File: config.mk
export PLATFORM = sky130hd
export DESIGN_NAME = caw_regs
export DESIGN_NICKNAME = d
export VERILOG_FILES = /design/src/pkg/caw_pkg.sv /design/src/hw/caw_regs.sv
export SDC_FILE = /design/constraint.sdc
export NUM_CORES = 2
export LEC_CHECK = 0
export BUFFER_PORTS_ARGS = -buffer_cell sky130_fd_sc_hd__buf_2
export CAP_MARGIN = 30
export CORE_ASPECT_RATIO = 0.7
export CORE_MARGIN = 2
export CORE_UTILIZATION = 50
export CTS_CLUSTER_SIZE = 10
export DETAILED_ROUTE_END_ITERATION = 12
export PLACE_DENSITY = 0.65
export SETUP_SLACK_MARGIN = 0.3
export SYNTH_ARGS = -nofsm -noshare
export SYNTH_HDL_FRONTEND = slang
export SYNTH_SLANG_ARGS = --single-unit
File: constraint.sdc
create_clock -name sys_clk_in -period 10.9 [get_ports sys_clk_in]
set_input_delay 2.725 -clock sys_clk_in [delete_from_list [all_inputs] [get_ports sys_clk_in]]
set_output_delay 2.725 -clock sys_clk_in [all_outputs]
set_load 0.01 [all_outputs]
File: src/pkg/caw_pkg.sv
/*
 Package for the card adapter window register bank: register offsets,
 field positions, reset values, wait-state counts and the carrier structs.
 Assumes a single 40 MHz clock domain and an 8-bit register port.
*/
`default_nettype none
package caw_pkg;
	// ------------------------------------------------------------
	// Register offsets
	// ------------------------------------------------------------
	localparam logic [7:0] OFS_EXCEPTION_STATUS = 8'h07;
	localparam logic [7:0] OFS_ATTR_MEM_POINTER = 8'h08;
	localparam logic [7:0] OFS_ATTR_MEM_DATA    = 8'h09;
	localparam logic [7:0] OFS_PORT1_CONTROL    = 8'h10;
	localparam logic [7:0] OFS_PORT1_START_LOW  = 8'h11;
	localparam logic [7:0] OFS_PORT1_ADDR_HIGH  = 8'h12;
	localparam logic [7:0] OFS_PORT1_RANGE_LOW  = 8'h13;
	localparam logic [7:0] OFS_MODE_CONTROL     = 8'h20;
	// ------------------------------------------------------------
	// Field positions
	// ------------------------------------------------------------
	localparam int BIT_MODE_FLAG     = 0;
	localparam int BIT_RESET_STATUS  = 1;
	localparam int BIT_PDIAG         = 5;
	localparam int BIT_DASP          = 6;
	localparam int BIT_SAMPLE_VALID  = 7;
	localparam int BIT_DEC_DISABLE   = 0;
	localparam int BIT_MEM_SPACE     = 1;
	localparam int BIT_BYTE_SWAP     = 2;
	localparam int BIT_READ_PROTECT  = 3;
	localparam int BIT_COMPARE_EN    = 4;
	localparam int BIT_CS_CHOICE     = 5;
	localparam int BIT_WAIT_LO       = 6;
	localparam int BIT_WRITE_GUARD   = 3;
	localparam int BIT_DMA_ACK_EN    = 7;
	localparam int BIT_OVR_ENABLE    = 0;
	localparam int BIT_OVR_MODE      = 1;
	localparam int BIT_RESET_DISABLE = 2;
	// ------------------------------------------------------------
	// Reset values and timing counts
	// ------------------------------------------------------------
	localparam logic [7:0] RST_REG          = 8'h00;
	localparam logic [7:0] RST_CONTROL      = 8'h01;
	localparam logic [3:0] WAIT_COUNT_0     = 4'h0;
	localparam logic [3:0] WAIT_COUNT_1     = 4'h3;
	localparam logic [3:0] WAIT_COUNT_2     = 4'h5;
	localparam logic [3:0] WAIT_COUNT_3     = 4'h7;
	localparam logic [1:0] SAMPLE_DELAY     = 2'h2;
	// ------------------------------------------------------------
	// Carrier structs
	// ------------------------------------------------------------
	typedef struct packed {
		logic [7:0] addr;
		logic [7:0] wdata;
		logic       wr;
		logic       rd;
	} caw_bus_type;
	typedef struct packed {
		logic        req;
		logic        is_mem;
		logic        is_write;
		logic [10:0] addr;
		logic [15:0] wdata;
	} caw_card_type;
endpackage
`default_nettype wire
File: src/hw/caw_regs.sv
/*
 Card adapter window register bank with attribute memory port and port-1
 window decoder. Assumes synchronous register strobes from sys_clk_in logic,
 and that card and drive pins arrive asynchronously.
*/
// Implementation choice: the strobed register port.
//
// Functional notes
// - Status bit 0 shows drive mode, from strap at reset or override.
// - Status bit 7 sets once mode sampling completes; before that not ready.
// - Status bit 1 reads one while the card reset is active.
// - Status bit 5 shows PDIAG present; bits 2 to 4 read zero.
// - Status bit 6 shows DASP detected.
// - Pointer register at 08h is write only and addresses attribute memory.
// - Control bit 0 set disables the port-1 decoder.
// - Control bit 1 picks memory space when set, I/O space when clear.
// - Control bit 2 swaps drive low byte and host high byte.
// - Control bit 3 keeps the card bus from going active.
// - Control bit 5 picks second drive select, else the first.
// - Control bits 7-6 give 0, 3, 5 or 7 wait clock periods.
// - Register 11h holds start address low byte.
// - Register 12h bits 2-0 start high, bits 6-4 range high.
// - Register 13h holds range address low byte.
// - Drive reset follows reset disable, card reset input and mode bit.
`timescale 1ns/1ps
`default_nettype none
module caw_regs #(
	parameter int ATTR_DEPTH = 256
) (
	input  wire logic                  sys_clk_in,        // 40 MHz clock.
	input  wire logic                  nrst_in,           // Async reset, low.
	input  wire caw_pkg::caw_bus_type  bus_in,            // Register strobes.
	output logic [7:0]                 rdata_out,         // Read data.
	input  wire logic                  mode_strap_pin_in, // Mode strap pin.
	input  wire logic                  card_reset_in,     // Card reset pin.
	input  wire logic                  pdiag_in,          // Drive PDIAG, high.
	input  wire logic                  dasp_in,           // Drive DASP, high.
	input  wire logic                  pin_write_guard_in,// Write guard bit.
	input  wire logic                  speaker_dreq_in,   // Speaker as DREQ.
	input  wire caw_pkg::caw_card_type card_in,           // Card access.
	output logic                       card_ack_out,      // Access taken.
	output logic                       card_wait_out,     // Wait states.
	output logic [15:0]                card_rdata_out,    // Host read data.
	input  wire logic [15:0]           drive_rdata_in,    // Drive data.
	output logic [15:0]                drive_wdata_out,   // Drive write data.
	output logic                       drive_select_a_out,// First select.
	output logic                       drive_select_b_out,// Second select.
	output logic                       drive_write_out,   // Drive write.
	output logic                       drive_dma_ack_out, // DMA acknowledge.
	output logic                       drive_dreq_out,    // DMA request.
	output logic                       drive_reset_out    // Drive reset, low.
);
	// ------------------------------------------------------------
	// Input synchronisers
	// ------------------------------------------------------------
	logic [5:0] sync1;
	logic [5:0] sync2;
	logic       strap_s;
	logic       crst_s;
	logic       pdiag_s;
	logic       dasp_s;
	logic       guard_s;
	logic       dreq_s;

	// Two flops for every asynchronous pin.
	always_ff @(posedge sys_clk_in or negedge nrst_in)
	begin
		if (!nrst_in)
		begin
			sync1 <= 6'h00;
			sync2 <= 6'h00;
		end
		else
		begin
			sync1 <= {speaker_dreq_in, pin_write_guard_in, dasp_in, pdiag_in,
				card_reset_in, mode_strap_pin_in};
			sync2 <= sync1;
		end
	end
	assign {dreq_s, guard_s, dasp_s, pdiag_s, crst_s, strap_s} = sync2;

	// ------------------------------------------------------------
	// Register state
	// ------------------------------------------------------------
	logic [7:0] attr_mem [ATTR_DEPTH];
	logic [7:0] pointer, next_pointer;
	logic [7:0] control, next_control;
	logic [7:0] start_low, next_start_low;
	logic [7:0] addr_high, next_addr_high;
	logic [7:0] range_low, next_range_low;
	logic [7:0] mode_ctl, next_mode_ctl;
	logic [1:0] sample_cnt, next_sample_cnt;
	logic       strap_mode, next_strap_mode;
	logic       sampled, next_sampled;
	logic [7:0] next_rdata;
	logic       drive_mode;
	logic [7:0] status;

	// Mode flag: override when enabled, else the strap value caught at release.
	assign drive_mode = mode_ctl[caw_pkg::BIT_OVR_ENABLE] ?
		mode_ctl[caw_pkg::BIT_OVR_MODE] : strap_mode;

	// Status byte; reserved bits stay zero.
	always_comb
	begin
		status = 8'h00;
		status[caw_pkg::BIT_MODE_FLAG]    = drive_mode;
		status[caw_pkg::BIT_RESET_STATUS] = crst_s;
		status[caw_pkg::BIT_PDIAG]        = pdiag_s;
		status[caw_pkg::BIT_DASP]         = dasp_s;
		status[caw_pkg::BIT_SAMPLE_VALID] = sampled;
	end

	// Next values for registers, strap sampling and read data.
	always_comb
	begin
		next_pointer    = pointer;
		next_control    = control;
		next_start_low  = start_low;
		next_addr_high  = addr_high;
		next_range_low  = range_low;
		next_mode_ctl   = mode_ctl;
		next_sample_cnt = sample_cnt;
		next_strap_mode = strap_mode;
		next_sampled    = sampled;
		next_rdata      = 8'h00;
		// The strap passes the synchroniser before it is caught.
		if (!sampled)
		begin
			if (sample_cnt == caw_pkg::SAMPLE_DELAY)
			begin
				next_strap_mode = strap_s;
				next_sampled    = 1'b1;
			end
			else
				next_sample_cnt = sample_cnt + 2'h1;
		end
		if (bus_in.wr)
		begin
			unique case (bus_in.addr)
				caw_pkg::OFS_ATTR_MEM_POINTER: next_pointer = bus_in.wdata;
				caw_pkg::OFS_ATTR_MEM_DATA:    next_pointer = pointer + 8'h01;
				caw_pkg::OFS_PORT1_CONTROL:    next_control = bus_in.wdata;
				caw_pkg::OFS_PORT1_START_LOW:  next_start_low = bus_in.wdata;
				caw_pkg::OFS_PORT1_ADDR_HIGH:  next_addr_high = bus_in.wdata;
				caw_pkg::OFS_PORT1_RANGE_LOW:  next_range_low = bus_in.wdata;
				caw_pkg::OFS_MODE_CONTROL:     next_mode_ctl = bus_in.wdata;
				default:                       next_pointer = pointer;
			endcase
		end
		else if (bus_in.rd)
		begin
			unique case (bus_in.addr)
				caw_pkg::OFS_EXCEPTION_STATUS: next_rdata = status;
				caw_pkg::OFS_ATTR_MEM_DATA:
				begin
					next_rdata   = attr_mem[pointer];
					next_pointer = pointer + 8'h01;
				end
				caw_pkg::OFS_PORT1_CONTROL:    next_rdata = control;
				caw_pkg::OFS_PORT1_START_LOW:  next_rdata = start_low;
				caw_pkg::OFS_PORT1_ADDR_HIGH:  next_rdata = addr_high;
				caw_pkg::OFS_PORT1_RANGE_LOW:  next_rdata = range_low;
				caw_pkg::OFS_MODE_CONTROL:     next_rdata = mode_ctl;
				default:                       next_rdata = 8'h00;
			endcase
		end
	end

	// Register the bank state.
	always_ff @(posedge sys_clk_in or negedge nrst_in)
	begin
		if (!nrst_in)
		begin
			pointer    <= caw_pkg::RST_REG;
			control    <= caw_pkg::RST_CONTROL;
			start_low  <= caw_pkg::RST_REG;
			addr_high  <= caw_pkg::RST_REG;
			range_low  <= caw_pkg::RST_REG;
			mode_ctl   <= caw_pkg::RST_REG;
			sample_cnt <= 2'h0;
			strap_mode <= 1'b0;
			sampled    <= 1'b0;
			rdata_out  <= 8'h00;
		end
		else
		begin
			pointer    <= next_pointer;
			control    <= next_control;
			start_low  <= next_start_low;
			addr_high  <= next_addr_high;
			range_low  <= next_range_low;
			mode_ctl   <= next_mode_ctl;
			sample_cnt <= next_sample_cnt;
			strap_mode <= next_strap_mode;
			sampled    <= next_sampled;
			rdata_out  <= next_rdata;
		end
	end

	// Attribute memory has no reset; data writes store at the pointer.
	always_ff @(posedge sys_clk_in)
	begin
		if (bus_in.wr && bus_in.addr == caw_pkg::OFS_ATTR_MEM_DATA)
			attr_mem[pointer] <= bus_in.wdata;
	end

	// ------------------------------------------------------------
	// Port-1 window decoder
	// ------------------------------------------------------------
	logic [10:0] win_start;
	logic [10:0] win_range;
	logic [11:0] win_end;
	logic        in_window;
	logic        space_ok;
	logic        hit;
	logic        write_blocked;
	logic [3:0]  wait_load;

	// Map the two wait bits onto the clock counts.
	function automatic logic [3:0] wait_of(input logic [1:0] code);
		unique case (code)
			2'b00: wait_of = caw_pkg::WAIT_COUNT_0;
			2'b01: wait_of = caw_pkg::WAIT_COUNT_1;
			2'b10: wait_of = caw_pkg::WAIT_COUNT_2;
			2'b11: wait_of = caw_pkg::WAIT_COUNT_3;
		endcase
	endfunction

	// Window bounds and hit terms.
	assign win_start = {addr_high[2:0], start_low};
	assign win_range = {addr_high[6:4], range_low};
	assign win_end   = {1'b0, win_start} + {1'b0, win_range};
	assign in_window = ({1'b0, card_in.addr} >= {1'b0, win_start}) &&
		({1'b0, card_in.addr} <= win_end);
	assign space_ok  = card_in.is_mem == control[caw_pkg::BIT_MEM_SPACE];
	assign hit = card_in.req && !control[caw_pkg::BIT_DEC_DISABLE] && space_ok &&
		(!control[caw_pkg::BIT_COMPARE_EN] || in_window);
	assign write_blocked = card_in.is_write && addr_high[caw_pkg::BIT_WRITE_GUARD] &&
		guard_s;
	assign wait_load = wait_of(control[7:caw_pkg::BIT_WAIT_LO]);

	logic [3:0]  wait_cnt, next_wait_cnt;
	logic        busy, next_busy;
	logic        next_ack;
	logic        next_sel_a;
	logic        next_sel_b;
	logic        next_dwr;
	logic        next_dack;
	logic [15:0] next_card_rdata;
	logic [15:0] next_drive_wdata;

	// One access at a time: wait states, then acknowledge.
	always_comb
	begin
		next_wait_cnt    = wait_cnt;
		next_busy        = busy;
		next_ack         = 1'b0;
		next_sel_a       = 1'b0;
		next_sel_b       = 1'b0;
		next_dwr         = 1'b0;
		next_dack        = 1'b0;
		next_card_rdata  = card_rdata_out;
		next_drive_wdata = drive_wdata_out;
		if (busy)
		begin
			next_sel_a = drive_select_a_out;
			next_sel_b = drive_select_b_out;
			next_dwr   = drive_write_out;
			next_dack  = drive_dma_ack_out;
			if (wait_cnt == 4'h0)
			begin
				next_busy = 1'b0;
				// Read protect keeps the card bus from going active.
				next_ack  = !control[caw_pkg::BIT_READ_PROTECT];
				if (control[caw_pkg::BIT_BYTE_SWAP])
					next_card_rdata = {drive_rdata_in[7:0], drive_rdata_in[15:8]};
				else
					next_card_rdata = drive_rdata_in;
			end
			else
				next_wait_cnt = wait_cnt - 4'h1;
		end
		else if (hit && !card_ack_out)
		begin
			next_busy     = 1'b1;
			next_wait_cnt = wait_load;
			next_sel_a    = !control[caw_pkg::BIT_CS_CHOICE];
			next_sel_b    = control[caw_pkg::BIT_CS_CHOICE];
			next_dwr      = card_in.is_write && !write_blocked;
			next_dack     = addr_high[caw_pkg::BIT_DMA_ACK_EN];
			if (control[caw_pkg::BIT_BYTE_SWAP])
				next_drive_wdata = {card_in.wdata[7:0], card_in.wdata[15:8]};
			else
				next_drive_wdata = card_in.wdata;
		end
	end

	// Register the decoder state.
	always_ff @(posedge sys_clk_in or negedge nrst_in)
	begin
		if (!nrst_in)
		begin
			wait_cnt           <= 4'h0;
			busy               <= 1'b0;
			card_ack_out       <= 1'b0;
			drive_select_a_out <= 1'b0;
			drive_select_b_out <= 1'b0;
			drive_write_out    <= 1'b0;
			drive_dma_ack_out  <= 1'b0;
			card_rdata_out     <= 16'h0000;
			drive_wdata_out    <= 16'h0000;
		end
		else
		begin
			wait_cnt           <= next_wait_cnt;
			busy               <= next_busy;
			card_ack_out       <= next_ack;
			drive_select_a_out <= next_sel_a;
			drive_select_b_out <= next_sel_b;
			drive_write_out    <= next_dwr;
			drive_dma_ack_out  <= next_dack;
			card_rdata_out     <= next_card_rdata;
			drive_wdata_out    <= next_drive_wdata;
		end
	end

	// Wait is shown while an access is held; DMA request follows speaker out while the DMA ack enable bit is set.
	assign card_wait_out  = busy;
	assign drive_dreq_out = addr_high[caw_pkg::BIT_DMA_ACK_EN] && dreq_s;

	// Drive reset, active low: idle when disabled, asserted per mode.
	assign drive_reset_out = mode_ctl[caw_pkg::BIT_RESET_DISABLE] ? 1'b1 :
		(drive_mode ? crst_s : !crst_s);

	// ------------------------------------------------------------
	// Assertions
	// ------------------------------------------------------------
	ptr_advance_a: assert property (@(posedge sys_clk_in) disable iff (!nrst_in)
		(bus_in.rd && bus_in.addr == caw_pkg::OFS_ATTR_MEM_DATA) |=>
		pointer == $past(pointer) + 8'h01)
		else $error("Pointer did not advance after data read.");
	ptr_write_a: assert property (@(posedge sys_clk_in) disable iff (!nrst_in)
		(bus_in.wr && bus_in.addr == caw_pkg::OFS_ATTR_MEM_POINTER) |=>
		pointer == $past(bus_in.wdata) ##1 1'b1)
		else $error("Pointer write not stored.");
	ptr_readback_a: assert property (@(posedge sys_clk_in) disable iff (!nrst_in)
		(bus_in.rd && bus_in.addr == caw_pkg::OFS_ATTR_MEM_POINTER) |=> rdata_out == 8'h00)
		else $error("Pointer register read back data.");
	sample_done_a: assert property (@(posedge sys_clk_in) disable iff (!nrst_in)
		$rose(nrst_in) || !sampled |-> ##[0:4] sampled)
		else $error("Mode sample never completed.");
	status_read_a: assert property (@(posedge sys_clk_in) disable iff (!nrst_in)
		(bus_in.rd && bus_in.addr == caw_pkg::OFS_EXCEPTION_STATUS) |=>
		rdata_out[4:2] == 3'h0 && rdata_out[7] == $past(sampled) &&
		rdata_out[1] == $past(crst_s) && rdata_out[6] == $past(dasp_s) &&
		rdata_out[5] == $past(pdiag_s) && rdata_out[0] == $past(drive_mode))
		else $error("Status read mismatch.");
	disable_dec_a: assert property (@(posedge sys_clk_in) disable iff (!nrst_in)
		(control[caw_pkg::BIT_DEC_DISABLE] && !busy) |=> !busy)
		else $error("Disabled decoder started an access.");
	wait_len_a: assert property (@(posedge sys_clk_in) disable iff (!nrst_in)
		(!busy && next_busy && control[7:6] == 2'b10) |=> busy [*6] ##1 !busy)
		else $error("Wait length wrong for five periods.");
	read_prot_a: assert property (@(posedge sys_clk_in) disable iff (!nrst_in)
		control[caw_pkg::BIT_READ_PROTECT] && $stable(control) |=> !card_ack_out)
		else $error("Card bus went active under read protect.");
	cs_choice_a: assert property (@(posedge sys_clk_in) disable iff (!nrst_in)
		(!busy && next_busy) |=> drive_select_b_out == $past(control[5]) &&
		drive_select_a_out == !$past(control[5]))
		else $error("Wrong drive select chosen.");
	drive_rst_a: assert property (@(posedge sys_clk_in) disable iff (!nrst_in)
		mode_ctl[caw_pkg::BIT_RESET_DISABLE] |-> drive_reset_out)
		else $error("Drive reset asserted while disabled.");
endmodule
`default_nettype wire

==> impl_results.html <==
<table>
<tr><th>Metric</th><th>Value</th></tr>
<tr><th colspan="2">CTS</th></tr>
<tr><td>Clock tree from TritonCTS</td><td>yes</td></tr>
<tr><td>H-Tree Level Count</td><td>4</td></tr>
<tr><td>Clock-pin slew on the worst setup and hold paths</td><td>roughly 0.05 ns</td></tr>
<tr><td>Bufs on Longest Clock Path</td><td>3</td></tr>
<tr><td>CTS root buffer</td><td>sky130_fd_sc_hd__clkbuf_16</td></tr>
<tr><td>Count of cells resized by post-cts repair</td><td>0</td></tr>
<tr><td>Number of hold-repair buffers added at the cts stage</td><td>0</td></tr>
<tr><td>Clock buffers created by TritonCTS</td><td>approximately 230</td></tr>
<tr><td>Post-CTS Repair Setup Buffers</td><td>0</td></tr>
<tr><td>Sinks on the clock net</td><td>between 2000 and 2500</td></tr>
<tr><td>Clock latency reported for the late side of the worst-skew pair</td><td>between 0.8 and 0.9 ns</td></tr>
<tr><th colspan="2">Timing</th></tr>
<tr><td>Maximum clock frequency</td><td>about 160 MHz</td></tr>
<tr><td>Max Slew Vio Count</td><td>0</td></tr>
<tr><td>RSZ-0062 raised after global routing</td><td>no</td></tr>
<tr><td>Final period demand of the worst path</td><td>~6.1 ns</td></tr>
<tr><td>Slew margin rel.</td><td>a little over a fifth</td></tr>
<tr><td>Hold violation total from the final report</td><td>0</td></tr>
<tr><td>Final sum of negative setup slack</td><td>0 ns</td></tr>
<tr><td>Final setup violation count</td><td>0</td></tr>
<tr><td>Period utilisation layout</td><td>between 50% and 60%</td></tr>
<tr><td>Worst clock skew on the final layout</td><td>between 0.04 and 0.05 ns</td></tr>
<tr><td>Tightest Pin Transition</td><td>about 1.2 ns</td></tr>
<tr><th colspan="2">Place</th></tr>
<tr><td>Placed cell areas</td><td>a little under 90000 um2</td></tr>
<tr><td>Count of input and output buffers</td><td>around 120</td></tr>
<tr><td>Count of placed standard cells including taps</td><td>approximately 6400</td></tr>
<tr><td>GPL Wtd Cong</td><td>between 0.9 and 1</td></tr>
<tr><td>Half-perimeter wire length of the detailed placement result</td><td>approximately 150000 um</td></tr>
<tr><th colspan="2">Cells and area</th></tr>
<tr><td>Most common library cell in the layout ignoring fill and taps</td><td>sky130_fd_sc_hd__edfxtp_1</td></tr>
<tr><td>Total non-filler cell area in the finished layout</td><td>95490 um2</td></tr>
<tr><td>Layout cell share with drive strength beyond 1</td><td>about a quarter</td></tr>
<tr><td>Utilization after layout</td><td>55.90%</td></tr>
<tr><td>Commonest cells after routing, fill and taps aside</td><td>2048 x sky130_fd_sc_hd__edfxtp_1, 552 x sky130_fd_sc_hd__mux4_2, 327 x sky130_fd_sc_hd__nor2_1, 239 x sky130_fd_sc_hd__clkbuf_16, 151 x sky130_fd_sc_hd__mux2i_1</td></tr>
<tr><td>Area grow syn2layout</td><td>11.33%</td></tr>
<tr><td>Fin nets</td><td>about 4500</td></tr>
<tr><td>Non-Filler Instances</td><td>between 6000 and 7000</td></tr>
<tr><th colspan="2">Logic synthesis</th></tr>
<tr><td>Warning count from the yosys run</td><td>0</td></tr>
<tr><td>#FFs+latches synth</td><td>between 2000 and 2500</td></tr>
<tr><td>Part of the Yosys area used for sequential elements</td><td>roughly 75%</td></tr>
<tr><td>Count of flip-flops with a built-in enable after synthesis</td><td>2048</td></tr>
<tr><td>Distinct cell type count of the synthesized netlist</td><td>just over 70</td></tr>
<tr><td>Total nets after synthesis</td><td>about 4300</td></tr>
<tr><td>Average footprint of a synthesized cell</td><td>20.42 um2</td></tr>
<tr><td>Synthesized instance count</td><td>approximately 4200</td></tr>
<tr><td>Most used DFF post-synth</td><td>sky130_fd_sc_hd__edfxtp_1</td></tr>
<tr><td>Post-Synthesis Cell Area</td><td>85770 um2</td></tr>
<tr><td>Async set-or-reset flop fraction in the synthesized netlist</td><td>between 5 and 6%</td></tr>
<tr><th colspan="2">Floorplan</th></tr>
<tr><td>Vertical extent of the die</td><td>between 300 and 400 um</td></tr>
<tr><td>Overall die width</td><td>roughly 500 um</td></tr>
<tr><td>Number of placement rows</td><td>~130</td></tr>
<tr><td>Die area</td><td>between 150000 and 200000 um2</td></tr>
<tr><td>Total core area</td><td>between 150000 and 200000 um2</td></tr>
<tr><td>Ports</td><td>120</td></tr>
<tr><td>Effective utilization at floorplan</td><td>around half</td></tr>
<tr><th colspan="2">Drt</th></tr>
<tr><td>DRC</td><td>0</td></tr>
<tr><td>Number of violations reported at the end of detailed-routing iteration 0</td><td>7811</td></tr>
<tr><td>Total via count in the routed design</td><td>44741</td></tr>
<tr><td>Post-detailed-route count of antenna-violating nets</td><td>0</td></tr>
<tr><td>Final wirelength</td><td>~240000 um</td></tr>
<tr><td>Number of detailed-route iterations in the first pass</td><td>6</td></tr>
<tr><td>Routed wire per std cell</td><td>35.57 um</td></tr>
<tr><td>Detailed-route vias per instance</td><td>between 6 and 7</td></tr>
<tr><th colspan="2">Job</th></tr>
<tr><td>Max cap viols</td><td>0</td></tr>
<tr><th colspan="2">Global route</th></tr>
<tr><td>First-pass GRT wire length</td><td>between 300000 and 400000 um</td></tr>
<tr><td>Number of global-route vias before repair</td><td>42627</td></tr>
<tr><td>Aggregate global-route resource usage</td><td>27.60%</td></tr>
<tr><td>Maximum number of pins on one net before global-route repair</td><td>155</td></tr>
<tr><td>Number of antenna violations at the first check in global routing</td><td>12</td></tr>
<tr><td>Total global routing overflow</td><td>0</td></tr>
<tr><th colspan="2">Critical path</th></tr>
<tr><td>Data arrival, critical path</td><td>6.57 ns</td></tr>
<tr><td>Critical Path Source</td><td>bus_in[14]</td></tr>
<tr><td>Reg-to-reg slack, setup</td><td>5.60 ns</td></tr>
<tr><td>Path type of the worst setup path</td><td>primary input to flip-flop</td></tr>
<tr><td>CP endpoint</td><td>attr_mem[101][0]$_DFFE_PP_</td></tr>
<tr><td>Crit-path max FO</td><td>9</td></tr>
<tr><td>Worst Path Required</td><td>around 11 ns</td></tr>
<tr><td>Type of origin of the critical path</td><td>primary input</td></tr>
<tr><td>Worst setup EP type</td><td>flip-flop</td></tr>
<tr><td>Beginning of the worst register-to-register path</td><td>pointer[1]$_DFFE_PN0P_</td></tr>
<tr><td>Register-to-Register Path Depth</td><td>9</td></tr>
<tr><td>RR Endpoint</td><td>rdata_out[2]$_DFF_PN0_</td></tr>
<tr><th colspan="2">Power and ir drop</th></tr>
<tr><td>Largest vdd supply drop</td><td>around 0.15 mV</td></tr>
<tr><td>Leak</td><td>between 20 and 30 nW</td></tr>
<tr><td>Power Density</td><td>192.8 nW/um2</td></tr>
<tr><th colspan="2">Run status</th></tr>
<tr><td>Result of the run</td><td>finished, final reports clean</td></tr>
<tr><th colspan="2">Hold path</th></tr>
<tr><td>Classification of the worst-slack hold path</td><td>flip-flop to flip-flop</td></tr>
</table>
==> logic make-up after synthesis <==
family / synth area share, %
adders and majority gates: 0.6068
AOI/OAI and AO/OA: 2.478
and+or+nand+nor: 3.301
buffers and inverters: 1.682
xor gates and xnor gates: 0.1123
muxes: 16.79
DFF: 75.03
==> area by class of cell <==
type	instances	area, um2
clock inverter	11	181.4
sequential	2162	64370
multi-input combinational	1760	20010
fill	12498	75330
inverter	35	138.9
antenna	3	7.507
timing repair buffer	226	1734
clock buffer	304	6225
tap	2257	2824
==> how the worst min path moves through the flow <==
| stage | from | depth (start not counted) | end | slack [ns] |
|---|---|---|---|---|
| after floorplan | sync1[0]$_DFF_PN0_ | 0 | sync2[0]$_DFF_PN0_ | 0.33 |
| final | sync1[2]$_DFF_PN0_ | 0 | sync2[2]$_DFF_PN0_ | 0.35 |
| after global routing | sync1[1]$_DFF_PN0_ | 0 | sync2[1]$_DFF_PN0_ | 0.35 |
| after CTS | sync1[2]$_DFF_PN0_ | 0 | sync2[2]$_DFF_PN0_ | 0.35 |
| after detailed placement | sync1[2]$_DFF_PN0_ | 0 | sync2[2]$_DFF_PN0_ | 0.34 |
| after global placement | sync1[2]$_DFF_PN0_ | 0 | sync2[2]$_DFF_PN0_ | 0.33 |
==> critical path, stage by stage <==
cell and delay, ns:
sky130_fd_sc_hd__buf_2 0.12, sky130_fd_sc_hd__or4_1 0.54, sky130_fd_sc_hd__nor4b_1 0.56, sky130_fd_sc_hd__and2_1 0.46, sky130_fd_sc_hd__nand2_1 0.14, sky130_fd_sc_hd__nor2_1 0.21
sky130_fd_sc_hd__nand2_1 0.64, sky130_fd_sc_hd__buf_4 0.55, sky130_fd_sc_hd__nor2_1 0.61
==> synth_stat cells (8+ instances only) <==
| cell type | count | area share, % |
|---|---|---|
| sky130_fd_sc_hd__buf_4 | 37 | 0.32 |
| sky130_fd_sc_hd__a21oi_1 | 65 | 0.38 |
| sky130_fd_sc_hd__o22ai_1 | 17 | 0.12 |
| sky130_fd_sc_hd__o211ai_1 | 11 | 0.096 |
| sky130_fd_sc_hd__edfxtp_1 | 2048 | 72 |
| sky130_fd_sc_hd__inv_1 | 34 | 0.15 |
| sky130_fd_sc_hd__nand4_1 | 18 | 0.13 |
| sky130_fd_sc_hd__a22oi_1 | 43 | 0.38 |
| sky130_fd_sc_hd__a22o_1 | 13 | 0.13 |
| sky130_fd_sc_hd__a21o_1 | 8 | 0.070 |
| sky130_fd_sc_hd__dfrtp_1 | 113 | 3.3 |
| sky130_fd_sc_hd__o21ai_0 | 76 | 0.44 |
| sky130_fd_sc_hd__mux2_2 | 41 | 0.54 |
| sky130_fd_sc_hd__nand2b_1 | 15 | 0.11 |
| sky130_fd_sc_hd__nor2b_1 | 23 | 0.17 |
| sky130_fd_sc_hd__mux4_2 | 552 | 14 |
| sky130_fd_sc_hd__mux2i_1 | 151 | 1.8 |
| sky130_fd_sc_hd__nand3_1 | 45 | 0.26 |
| sky130_fd_sc_hd__nand2_1 | 137 | 0.60 |
| sky130_fd_sc_hd__a211oi_1 | 10 | 0.088 |
| sky130_fd_sc_hd__nor3_1 | 27 | 0.16 |
| sky130_fd_sc_hd__nor2_1 | 331 | 1.4 |
| sky130_fd_sc_hd__buf_6 | 25 | 0.33 |
| sky130_fd_sc_hd__and3_1 | 11 | 0.080 |
| sky130_fd_sc_hd__buf_1 | 20 | 0.088 |
| sky130_fd_sc_hd__buf_2 | 37 | 0.22 |
| sky130_fd_sc_hd__ha_1 | 40 | 0.58 |
| sky130_fd_sc_hd__clkbuf_1 | 123 | 0.54 |
==> state kept, by name, indices dropped and copies added, names as in the netlist, 6 cells and up <==
signal,cells
pointer,8
start_low,8
control,8
mode_ctl,8
attr_mem,2048
card_rdata_out,16
sync2,6
addr_high,8
drive_wdata_out,16
sync1,6
range_low,8
rdata_out,8
==> metal layers <==
metal / global-route usage, % / vias up / wire, um
li1: - / 17668 / -
met1: 43.34 / 23406 / 100000
met2: 35.71 / 3295 / 97490
met3: 10.57 / 370 / 36460
met4: 7.438 / 2 / 6384
met5: 0 / - / 20
==> where the power goes <==
part           internal [mW]  total [mW]  switching, mW  leakage [nW]
combinational          0.842        2.16           1.32          6.89
sequential              9.18        9.27         0.0904          19.8
clock                   3.92        6.98           3.06          3.10
total                   13.9        18.4           4.48          29.8
==> through the flow <==
step                      hold WS, ns  worst slack (ns)  power (mW)
after detailed placement       0.3363             4.031       11.56
after global placement         0.3324             4.024       11.54
after CTS                      0.3482             4.904       18.44
final                          0.3482             4.813       18.41
after global routing           0.3545             4.686       18.90
after floorplan                0.3312             5.545       10.69
(Power assumes the default switching activity.)
